[src/core/hst_pkg.sv]
/*
  Constants for the hot signal throttle control block: pin modes, status
  register layout, reset values and timing counts.
  Assumes a single 20 MHz processor clock.
*/
package hst_pkg;

  // pin modes, one-hot
  typedef enum logic [2:0] {
    HST_MODE_IN   = 3'b001,
    HST_MODE_OUT  = 3'b010,
    HST_MODE_BIDI = 3'b100
  } hst_mode_t;

  // clock timing
  localparam int CLK_NS = 50;
  localparam int TICK_NS = 1000;
  localparam int TICK_CYC = TICK_NS / CLK_NS;
  localparam int FAST_RESP_NS = 1000;
  localparam int FAST_RESP_CYC = FAST_RESP_NS / CLK_NS;
  localparam int EXT_RESP_US = 100;
  localparam int EXT_RESP_CYC = EXT_RESP_US * 1000 / CLK_NS;
  localparam int SELF_STEP_US = 1000;

  // clock modulation, in 1 us ticks
  localparam int MOD_PERIOD_US = 32;
  localparam int TCC_ON_US = 8;
  localparam logic [4:0] MOD_LAST = 5'h1f;
  localparam logic [5:0] TCC_ON = 6'h08;

  // performance levels
  localparam int PERF_W = 4;
  localparam logic [3:0] PERF_MAX = 4'hf;
  localparam logic [3:0] PERF_LOW = 4'h0;
  localparam logic [1:0] DIL_MAX = 2'h3;

  // status register
  localparam logic [11:0] PKG_THERM_STATUS_ADDR = 12'h1b1;
  localparam int ST_TCC = 0;
  localparam int ST_TCC_LOG = 1;
  localparam int ST_HOT = 2;
  localparam int ST_HOT_LOG = 3;
  localparam int ST_CRIT = 4;
  localparam int ST_CRIT_LOG = 5;
  localparam logic [63:0] ST_RESET = 64'h0;

endpackage

[src/core/hst_sync2.sv]
/*
  Two flip-flop synchroniser for one level.
  Assumes the input is asynchronous to i_clk_sys.
*/
`timescale 1ns/100ps
module hst_sync2 #(
  parameter logic RST_VAL = 1'b1
) (
  // clock and reset
  input wire logic i_clk_sys,
  input wire logic i_rst,
  // level in and out
  input wire logic i_async,
  output logic o_sync
);

  logic meta_q;

  // first stage is read only by the second
  always_ff @(posedge i_clk_sys or posedge i_rst) begin
    if (i_rst) begin
      meta_q <= RST_VAL;
      o_sync <= RST_VAL;
    end else begin
      meta_q <= i_async;
      o_sync <= meta_q;
    end
  end

endmodule

[src/core/hst_clk_mod.sv]
/*
  Clock on/off duty modulator with a 32 us period.
  Assumes a one-cycle 1 us tick from the parent's divider.
*/
`timescale 1ns/100ps
module hst_clk_mod
  import hst_pkg::*;
(
  // clock and reset
  input wire logic i_clk_sys,
  input wire logic i_rst,
  input wire logic i_tick,
  // duty sources
  input wire logic i_tcc_on,
  input wire logic i_odm_en,
  input wire logic [2:0] i_odm_duty,
  input wire logic [1:0] i_dil_level,
  // result
  output logic o_clk_run,
  output logic o_mod_active
);

  logic [4:0] phase_q;
  logic [5:0] on_len;
  wire logic odm_on;
  wire logic dil_on;

  // factory duty beats the software duty whenever the tcc is engaged
  assign odm_on = i_odm_en && (i_odm_duty != 3'h0);
  assign dil_on = i_dil_level != 2'h0;
  assign on_len = i_tcc_on ? TCC_ON :
                  odm_on ? {1'b0, i_odm_duty, 2'b00} :
                  dil_on ? 6'(6'h20 - {i_dil_level, 3'b000}) : 6'h20;
  assign o_mod_active = i_tcc_on || odm_on || dil_on;

  // phase counter advances once per tick
  always_ff @(posedge i_clk_sys or posedge i_rst) begin
    if (i_rst) begin
      phase_q <= 5'h00;
    end else if (i_tick) begin
      phase_q <= (phase_q == MOD_LAST) ? 5'h00 : 5'(phase_q + 5'h01);
    end
  end

  // run gate is registered to keep glitches off the clock enable
  always_ff @(posedge i_clk_sys or posedge i_rst) begin
    if (i_rst) begin
      o_clk_run <= 1'b1;
    end else begin
      o_clk_run <= !o_mod_active || ({1'b0, phase_q} < on_len);
    end
  end

endmodule

[src/core/hst_ctrl.sv]
/*
  Hot signal throttle control: open-drain hot pin in three modes, fast
  response to external assertion, repeated-assertion demotion, self
  throttling, status register, critical and trip handling.
  Assumes the hot pin and the temperature flags come from outside the
  clock domain and that the status register is reached by its own
  register port at its printed address.
*/
`timescale 1ns/100ps
module hst_ctrl
  import hst_pkg::*;
#(
  parameter int SELF_STEP_TICKS = SELF_STEP_US
) (
  // clock and reset
  input wire logic i_clk_sys,
  input wire logic i_rst,
  // hot pin, open drain
  input wire logic i_proc_hot_n_in,
  output logic o_proc_hot_n_out,
  output logic o_proc_hot_n_oe,
  // configuration
  input wire logic i_mode_load,
  input wire hst_pkg::hst_mode_t i_mode,
  input wire logic i_int_assert_en,
  input wire logic i_int_deassert_en,
  input wire logic i_therm_int_en,
  input wire logic [15:0] i_demo_window,
  input wire logic [7:0] i_demo_thresh,
  input wire logic i_odm_en,
  input wire logic [2:0] i_odm_duty,
  // temperature and power flags, asynchronous
  input wire logic i_tcc_active,
  input wire logic i_crit_temp,
  input wire logic i_trip_temp,
  input wire logic i_pkg_power_on,
  // status register port
  input wire logic i_reg_rd,
  input wire logic i_reg_wr,
  input wire logic [11:0] i_reg_addr,
  input wire logic [63:0] i_reg_wdata,
  output logic [63:0] o_reg_rdata,
  // throttle results
  output logic [3:0] o_max_perf,
  output logic o_lowest_perf_state,
  output logic o_cap_10khz,
  output logic o_fast_reduce,
  output logic o_clk_run,
  output logic o_hot_int,
  output logic o_therm_int,
  output logic o_shutdown,
  output logic o_thermal_trip_n
);

  hst_mode_t mode_q;
  logic pin_s, tcc_s, crit_s, trip_s, pwr_s;
  logic drive_q, ext_hot_q, crit_q;
  logic [2:0] drv_hist_q;
  logic [4:0] tick_cnt_q;
  logic [15:0] self_cnt_q, win_cnt_q;
  logic [7:0] hits_q;
  logic [3:0] perf_q, demo_cap_q;
  logic [1:0] dil_q;
  logic tcc_log_q, hot_log_q, crit_log_q;
  wire logic tick, self_step, win_end, ext_hot, hot_rise, hot_fall;
  wire logic mode_in, drive_en, sel_st, st_wr, crit_rise, over, mod_act;
  wire logic [3:0] min_cap;
  wire logic [63:0] st_val;

  // all outside levels pass two flops first
  hst_sync2 #(.RST_VAL(1'b1)) u_pin (.i_clk_sys(i_clk_sys),
    .i_rst(i_rst), .i_async(i_proc_hot_n_in), .o_sync(pin_s));
  hst_sync2 #(.RST_VAL(1'b0)) u_tcc (.i_clk_sys(i_clk_sys),
    .i_rst(i_rst), .i_async(i_tcc_active), .o_sync(tcc_s));
  hst_sync2 #(.RST_VAL(1'b0)) u_crit (.i_clk_sys(i_clk_sys),
    .i_rst(i_rst), .i_async(i_crit_temp), .o_sync(crit_s));
  hst_sync2 #(.RST_VAL(1'b0)) u_trip (.i_clk_sys(i_clk_sys),
    .i_rst(i_rst), .i_async(i_trip_temp), .o_sync(trip_s));
  hst_sync2 #(.RST_VAL(1'b0)) u_pwr (.i_clk_sys(i_clk_sys),
    .i_rst(i_rst), .i_async(i_pkg_power_on), .o_sync(pwr_s));

  // mode register, input-only out of reset
  always_ff @(posedge i_clk_sys or posedge i_rst) begin
    if (i_rst) begin
      mode_q <= HST_MODE_IN;
    end else if (i_mode_load) begin
      mode_q <= i_mode;
    end
  end

  // 1 us tick divider
  assign tick = tick_cnt_q == 5'(TICK_CYC - 1);
  always_ff @(posedge i_clk_sys or posedge i_rst) begin
    if (i_rst) begin
      tick_cnt_q <= 5'h00;
    end else begin
      tick_cnt_q <= tick ? 5'h00 : 5'(tick_cnt_q + 5'h01);
    end
  end

  // pin drive: only pull low, and only while the package has power
  assign mode_in = mode_q == HST_MODE_IN;
  assign drive_en = !mode_in && tcc_s && pwr_s;
  assign o_proc_hot_n_out = 1'b0;
  assign o_proc_hot_n_oe = drive_q;
  always_ff @(posedge i_clk_sys or posedge i_rst) begin
    if (i_rst) begin
      drive_q <= 1'b0;
      drv_hist_q <= 3'h0;
    end else begin
      drive_q <= drive_en;
      drv_hist_q <= {drv_hist_q[1:0], drive_q};
    end
  end

  // own drive echoes through the synchroniser, so mask it a few cycles
  assign ext_hot = (mode_q != HST_MODE_OUT) && !pin_s
                   && !drive_q && (drv_hist_q == 3'h0);
  assign hot_rise = ext_hot && !ext_hot_q;
  assign hot_fall = !ext_hot && ext_hot_q;
  always_ff @(posedge i_clk_sys or posedge i_rst) begin
    if (i_rst) begin
      ext_hot_q <= 1'b0;
    end else begin
      ext_hot_q <= ext_hot;
    end
  end

  // external response: straight to lowest, held until release
  always_ff @(posedge i_clk_sys or posedge i_rst) begin
    if (i_rst) begin
      o_lowest_perf_state <= 1'b0;
      o_cap_10khz <= 1'b0;
      o_fast_reduce <= 1'b0;
      o_hot_int <= 1'b0;
    end else begin
      o_lowest_perf_state <= ext_hot;
      o_cap_10khz <= ext_hot && mode_in;
      o_fast_reduce <= hot_rise && mode_in;
      o_hot_int <= (hot_rise && i_int_assert_en) ||
                   (hot_fall && i_int_deassert_en);
    end
  end

  // self throttling steps one level per long period
  assign self_step = tick && (self_cnt_q == 16'(SELF_STEP_TICKS - 1));
  always_ff @(posedge i_clk_sys or posedge i_rst) begin
    if (i_rst) begin
      self_cnt_q <= 16'h0000;
      perf_q <= PERF_MAX;
    end else begin
      if (tick) begin
        self_cnt_q <= self_step ? 16'h0000 : 16'(self_cnt_q + 16'h0001);
      end
      if (self_step && tcc_s && perf_q != PERF_LOW) begin
        perf_q <= 4'(perf_q - 4'h1);
      end else if (self_step && !tcc_s && perf_q != PERF_MAX) begin
        perf_q <= 4'(perf_q + 4'h1);
      end
    end
  end

  // demotion window: count rising edges, act once per window
  assign win_end = tick && (win_cnt_q >= i_demo_window);
  assign over = hits_q > i_demo_thresh;
  always_ff @(posedge i_clk_sys or posedge i_rst) begin
    if (i_rst) begin
      win_cnt_q <= 16'h0000;
      hits_q <= 8'h00;
      demo_cap_q <= PERF_MAX;
      dil_q <= 2'h0;
    end else if (!mode_in) begin
      win_cnt_q <= 16'h0000;
      hits_q <= 8'h00;
      demo_cap_q <= PERF_MAX;
      dil_q <= 2'h0;
    end else begin
      if (tick) begin
        win_cnt_q <= win_end ? 16'h0000 : 16'(win_cnt_q + 16'h0001);
      end
      if (win_end) begin
        hits_q <= 8'(hot_rise);
      end else if (hot_rise && hits_q != 8'hff) begin
        hits_q <= 8'(hits_q + 8'h01);
      end
      if (win_end && over) begin
        if (demo_cap_q != PERF_LOW) begin
          demo_cap_q <= 4'(demo_cap_q - 4'h1);
        end else if (dil_q != DIL_MAX) begin
          dil_q <= 2'(dil_q + 2'h1);
        end
      end else if (win_end) begin
        if (dil_q != 2'h0) begin
          dil_q <= 2'(dil_q - 2'h1);
        end else if (demo_cap_q != PERF_MAX) begin
          demo_cap_q <= 4'(demo_cap_q + 4'h1);
        end
      end
    end
  end

  // frequency ceiling: lowest of all limits
  assign min_cap = (perf_q < demo_cap_q) ? perf_q : demo_cap_q;
  always_ff @(posedge i_clk_sys or posedge i_rst) begin
    if (i_rst) begin
      o_max_perf <= PERF_MAX;
    end else begin
      o_max_perf <= ext_hot ? PERF_LOW : min_cap;
    end
  end

  // duty modulation: tcc only at the floor; external hot adds none
  hst_clk_mod u_mod (
    .i_clk_sys(i_clk_sys),
    .i_rst(i_rst),
    .i_tick(tick),
    .i_tcc_on(tcc_s && perf_q == PERF_LOW),
    .i_odm_en(i_odm_en),
    .i_odm_duty(i_odm_duty),
    .i_dil_level(dil_q),
    .o_clk_run(o_clk_run),
    .o_mod_active(mod_act)
  );

  // trip is sticky until reset; shutdown is unconditional
  always_ff @(posedge i_clk_sys or posedge i_rst) begin
    if (i_rst) begin
      o_shutdown <= 1'b0;
      o_thermal_trip_n <= 1'b1;
    end else if (trip_s) begin
      o_shutdown <= 1'b1;
      o_thermal_trip_n <= 1'b0;
    end
  end

  // status register: logs clear by writing zero, a new event wins
  assign sel_st = i_reg_addr == PKG_THERM_STATUS_ADDR;
  assign st_wr = i_reg_wr && sel_st;
  assign crit_rise = tcc_s && crit_s && !crit_q;
  assign st_val = ST_RESET | (64'(tcc_s) << ST_TCC)
                  | (64'(tcc_log_q) << ST_TCC_LOG)
                  | (64'(ext_hot_q) << ST_HOT)
                  | (64'(hot_log_q) << ST_HOT_LOG)
                  | (64'(crit_q) << ST_CRIT)
                  | (64'(crit_log_q) << ST_CRIT_LOG);
  always_ff @(posedge i_clk_sys or posedge i_rst) begin
    if (i_rst) begin
      crit_q <= 1'b0;
      tcc_log_q <= 1'b0;
      hot_log_q <= 1'b0;
      crit_log_q <= 1'b0;
      o_therm_int <= 1'b0;
      o_reg_rdata <= ST_RESET;
    end else begin
      crit_q <= tcc_s && crit_s;
      tcc_log_q <= tcc_s || (tcc_log_q &&
                   !(st_wr && !i_reg_wdata[ST_TCC_LOG]));
      hot_log_q <= ext_hot || (hot_log_q &&
                   !(st_wr && !i_reg_wdata[ST_HOT_LOG]));
      crit_log_q <= (tcc_s && crit_s) || (crit_log_q &&
                    !(st_wr && !i_reg_wdata[ST_CRIT_LOG]));
      o_therm_int <= crit_rise && i_therm_int_en;
      o_reg_rdata <= (i_reg_rd && sel_st) ? st_val : 64'h0;
    end
  end

  // checks
  a_reset_input: assert property (@(posedge i_clk_sys)
    $fell(i_rst) |-> mode_q == HST_MODE_IN && !o_proc_hot_n_oe)
    else $error("mode not input after reset");
  a_fast_resp: assert property (@(posedge i_clk_sys) disable iff (i_rst)
    ($fell(i_proc_hot_n_in) && mode_in && !drive_q && drv_hist_q == 3'h0)
    ##1 (mode_in && !i_proc_hot_n_in && !i_mode_load)[*3]
    |-> ##[0:16] o_cap_10khz)
    else $error("no fast response within 1 us");
  a_demo_off: assert property (@(posedge i_clk_sys) disable iff (i_rst)
    !mode_in |=> demo_cap_q == PERF_MAX && dil_q == 2'h0)
    else $error("demotion active outside input mode");
  a_out_ignores: assert property (@(posedge i_clk_sys) disable iff (i_rst)
    mode_q == HST_MODE_OUT |=> !o_lowest_perf_state)
    else $error("output mode reacted to pin");
  a_lowest_hold: assert property (@(posedge i_clk_sys) disable iff (i_rst)
    ext_hot |=> o_lowest_perf_state && o_max_perf == PERF_LOW)
    else $error("lowest state not held");
  a_no_mod_ext: assert property (@(posedge i_clk_sys) disable iff (i_rst)
    ext_hot && !tcc_s && !i_odm_en && dil_q == 2'h0
    |=> o_clk_run)
    else $error("external hot started modulation");
  a_int_edges: assert property (@(posedge i_clk_sys) disable iff (i_rst)
    $past(hot_fall) && $past(i_int_deassert_en) |-> o_hot_int)
    else $error("missing de-assertion interrupt");
  a_drive_mask: assert property (@(posedge i_clk_sys) disable iff (i_rst)
    drive_q |=> !o_lowest_perf_state)
    else $error("external sensed while driving");
  a_drive_hot: assert property (@(posedge i_clk_sys) disable iff (i_rst)
    drive_en |=> o_proc_hot_n_oe && !o_proc_hot_n_out)
    else $error("pin not pulled while hot");
  a_trip_out: assert property (@(posedge i_clk_sys) disable iff (i_rst)
    trip_s |=> !o_thermal_trip_n && o_shutdown ##1 !o_thermal_trip_n)
    else $error("trip not asserted");
  a_crit_log: assert property (@(posedge i_clk_sys) disable iff (i_rst)
    tcc_s && crit_s |=> crit_log_q && crit_q)
    else $error("critical log not set");

endmodule

[config.mk]
export PLATFORM = sky130hd
export DESIGN_NAME = hst_ctrl
export DESIGN_NICKNAME = d
export VERILOG_FILES = /design/src/core/hst_pkg.sv /design/src/core/hst_sync2.sv /design/src/core/hst_clk_mod.sv /design/src/core/hst_ctrl.sv
export SDC_FILE = /design/constraint.sdc
export NUM_CORES = 1
export LEC_CHECK = 0
export BUFFER_PORTS_ARGS = -buffer_cell sky130_fd_sc_hd__buf_2
export CAP_MARGIN = 20
export CORE_ASPECT_RATIO = 0.9
export CORE_UTILIZATION = 55
export CTS_CLUSTER_SIZE = 40
export DETAILED_ROUTE_END_ITERATION = 10
export PLACE_DENSITY = 0.89
export SLEW_MARGIN = 20
export SYNTH_ARGS = -nofsm -noshare
export SYNTH_HDL_FRONTEND = slang
export SYNTH_HIERARCHICAL = 1
export SYNTH_SLANG_ARGS = --single-unit
[constraint.sdc]
create_clock -name i_clk_sys -period 5.8 [get_ports i_clk_sys]
set_input_delay 0.58 -clock i_clk_sys [delete_from_list [all_inputs] [get_ports i_clk_sys]]
set_output_delay 0.58 -clock i_clk_sys [all_outputs]
set_load 0.05 [all_outputs]
==> impl_metrics.py <==
metrics = {
    "global_route": {
        "grt_max_degree": 60,
        "antenna_found_initial": 0,
        "grt-ovfl-total": 0,
        "grt_pass1_wl_um": 18400,
        "grt_usage_pct": 21.3,
        "grt_pass1_vias": 4140,
    },
    "synth": {
        "syn_area_mm2": 0.00578,
        "postSynthAreaPerCell_um2": 9.93,
        "synthDominantCellAreaShare_pct": 35.5,
        "yosys_warnings": 6,
        "synthAdderAreaFrac_pct": 9.35,
        "yosysTopAreaCell": "dfrtp_1",
        "synth_top_family_by_area": "simple AND/OR/NAND/NOR gates",
        "synth_xor_area_share_pct": 5.91,
        "synth_flop_cell": "dfrtp_1",
        "syn-instance-count": 582,
        "ys_types": 61,
        "synth.most_common_cell": "dfrtp_1",
        "synth_compound_area_share_pct": 8.86,
        "synth_seq_area_share_pct": 43.2,
        "synthMuxAreaShare_pct": 2.60,
        "synth-simple-area-share_pct": 18.0,
        "synthTopCellsByArea": "dfrtp_1 (36%), ha_1 (8.7%), dfstp_2 (7.7%)",
        "synth_common_cells": "dfrtp_1 (82), buf_4 (59), inv_1 (47), nand2_1 (43), ha_1 (40)",
        "ys_ff_latch": 99,
        "async_flop_share_pct": 100,
        "synth-edff-count": 0,
    },
    "outcome": {
        "status": "finished clean",
    },
    "timing": {
        "fmax_ghz": 0.279,
        "period_minus_slack_ns": 3.59,
        "timing.setup.tns_ns": 0,
        "fin_ws_ns": 2.21,
        "rsz0062_at_grt": "false",
        "setup-violations-final": 0,
        "final_min_period_over_clock_period_pct": 61.9,
        "final_hold_viol_count": 0,
        "worst_pin_slew_ns": 0.868,
        "finClkSkew_ns": 0.00864,
        "maxSlewHeadroom_pct": 42.1,
        "slew_violations": 0,
    },
    "floorplan": {
        "rows": 35,
        "num_io_pins": 198,
        "dieArea_mm2": 0.0109,
        "die_y_um": 99.2,
        "die_w_um": 110,
        "core_area_mm2": 0.0102,
        "initial_utilization_pct": 56.4,
    },
    "setup_path": {
        "path_max_fanout": 29,
        "crit_arrival_ns": 3.84,
        "rrSetupSlack_ns": 2.21,
        "r2r_cells": 13,
        "r2r-end": "perf_q[3]",
        "critPathCaptureType": "register",
        "crit_type": "register to register",
        "r2r-start": "tick_cnt_q[0]",
        "worstPathRequired_ns": 6.05,
        "critPathLaunchType": "register",
    },
    "clock_network": {
        "clkLatencyLatePin_ns": 0.34,
        "cts_made_buffers": 9,
        "cts_tree": "built",
        "cts_setup_buffers": 0,
        "cts-htree-levels": 3,
        "ctsHoldBuffers": 0,
        "cts_buffer_depth": 2,
        "cts_resized": 0,
        "clk_pin_slew_worst_paths_ns": 0.07,
        "clock-root-buffer": "clkbuf_16",
        "cts.sinks": 99,
    },
    "drt": {
        "firstDrtPassIters": 5,
        "remaining_drc_errors": 0,
        "post_drt_wl_per_cell_um": 14.1,
        "totalWireLength_um": 11200,
        "via_count": 4312,
        "drt_iter0_drc": 273,
        "vias_per_cell": 5.42,
        "antenna_left": 0,
    },
    "power_and_ir_drop": {
        "powerDensity_mw_per_mm2": 239,
        "p_leak_uw": 0.00326,
        "ir_drop_uv": 177,
    },
    "flow_run": {
        "maxCapViolCount": 0,
    },
    "place": {
        "dpl_worst_slack_ns": 2.21,
        "routabilityCongestion": 0.802,
        "hpwl_um": 8270,
        "placed_area_mm2": 0.00605,
        "numPortBuffers": 77,
    },
    "layout": {
        "antenna_cells": 0,
        "syn2layout_area_growth_pct": 10.5,
        "fin_nets": 823,
        "fin_area_mm2": 0.00638,
        "drive_above_1_share_pct": 21.0,
    },
    "worst_hold_path": {
        "hp-class": "primary input to async pin",
    },
}
## metal layers
layer  vias up  GRT usage (%)  wire length, µm
met5         -              0                0
met4         0           7.38              145
met3        10           3.08              557
met2       156           37.2             5710
met1      2098           26.8             4810
li1       2048              -                -
## through the flow
step                hold slack, ns  util [%]  std cells  power (µW)
global placement             0.334      59.1        779         892
CTS                          0.171      62.3        795        1530
detailed placement           0.337      59.1        779         897
finish                       0.168      62.3        795        1520
floorplan                    0.321         -        640         891
global route                 0.182      62.3        795        1570
## worst max-delay path by stage
stage | startpoint | endpoint | slack (ns) | depth (start not counted)
4_1_cts | tick_cnt_q[0] | perf_q[3] | 2.20 | 13
3_5_place_dp | tick_cnt_q[0] | perf_q[3] | 2.21 | 13
3_3_place_gp | i_demo_window[2] | hits_q[6] | 2.34 | 9
6_report | tick_cnt_q[0] | perf_q[3] | 2.21 | 13
2_1_floorplan | i_demo_window[2] | demo_cap_q[3] | 2.68 | 13
5_1_grt | tick_cnt_q[0] | perf_q[3] | 1.94 | 13
## critical path: stages (launching register included)
cell       delay (ns)
dfrtp_1          0.38
ha_1             0.24
nand4bb_1        0.12
buf_4            0.24
inv_2            0.33
nand2_1          0.22
nor4_4           0.59
nand3_1          0.23
inv_1            0.13
ha_1             0.24
a21o_1           0.16
a21oi_1          0.28
xnor2_1          0.13
o31ai_1          0.21
## power by group
| group | total, µW | internal [µW] | switching [µW] |
|---|---|---|---|
| registers | 710 | 702 | 7.22 |
| logic | 175 | 34.2 | 140 |
| clock network | 640 | 390 | 250 |
## logic make-up (layout without fill, tap and decap cells)
kind of cell,count (synthesis),count (layout)
AOI/OAI and AO/OA,77,77
xor gates and xnor gates,39,39
adders and majority gates,42,42
buffers and inverters,118,144
DFF,99,99
muxes,14,14
other,1,59
and+or+nand+nor,192,192
## sequential cells by signal, indices dropped and copies added (netlist names), 2 cells and up
register / cells
self_cnt_q: 16
demo_cap_q: 4
hits_q: 8
o_reg_rdata: 6
drv_hist_q: 3
dil_q: 2
o_max_perf: 4
tick_cnt_q: 5
win_cnt_q: 16
perf_q: 4
mode_q: 3
u_mod/phase_q: 5
## cells in the final DEF, fill, tap and decap left out, types with 16 or more instances in the layout
cell and count:
dfrtp_1 82, nor2_1 33, ha_1 40, a21oi_1 19
nand2_1 43, o21ai_0 16, xnor2_1 19, inv_1 46
nor3_1 24, dfstp_2 17, buf_2 77, conb_1 59
and3_1 19, xor2_1 20
## cell type report
class                           instances  area [µm²]
Multi-Input combinational cell        423        2810
Inverter                               48         181
Fill cell                             806        3860
Clock inverter                          6        87.6
Timing Repair Buffer                   80         408
Tap cell                              129         161
Sequential cell                        99        2500
Clock buffer                           10         239
(Power assumes the default switching activity.)
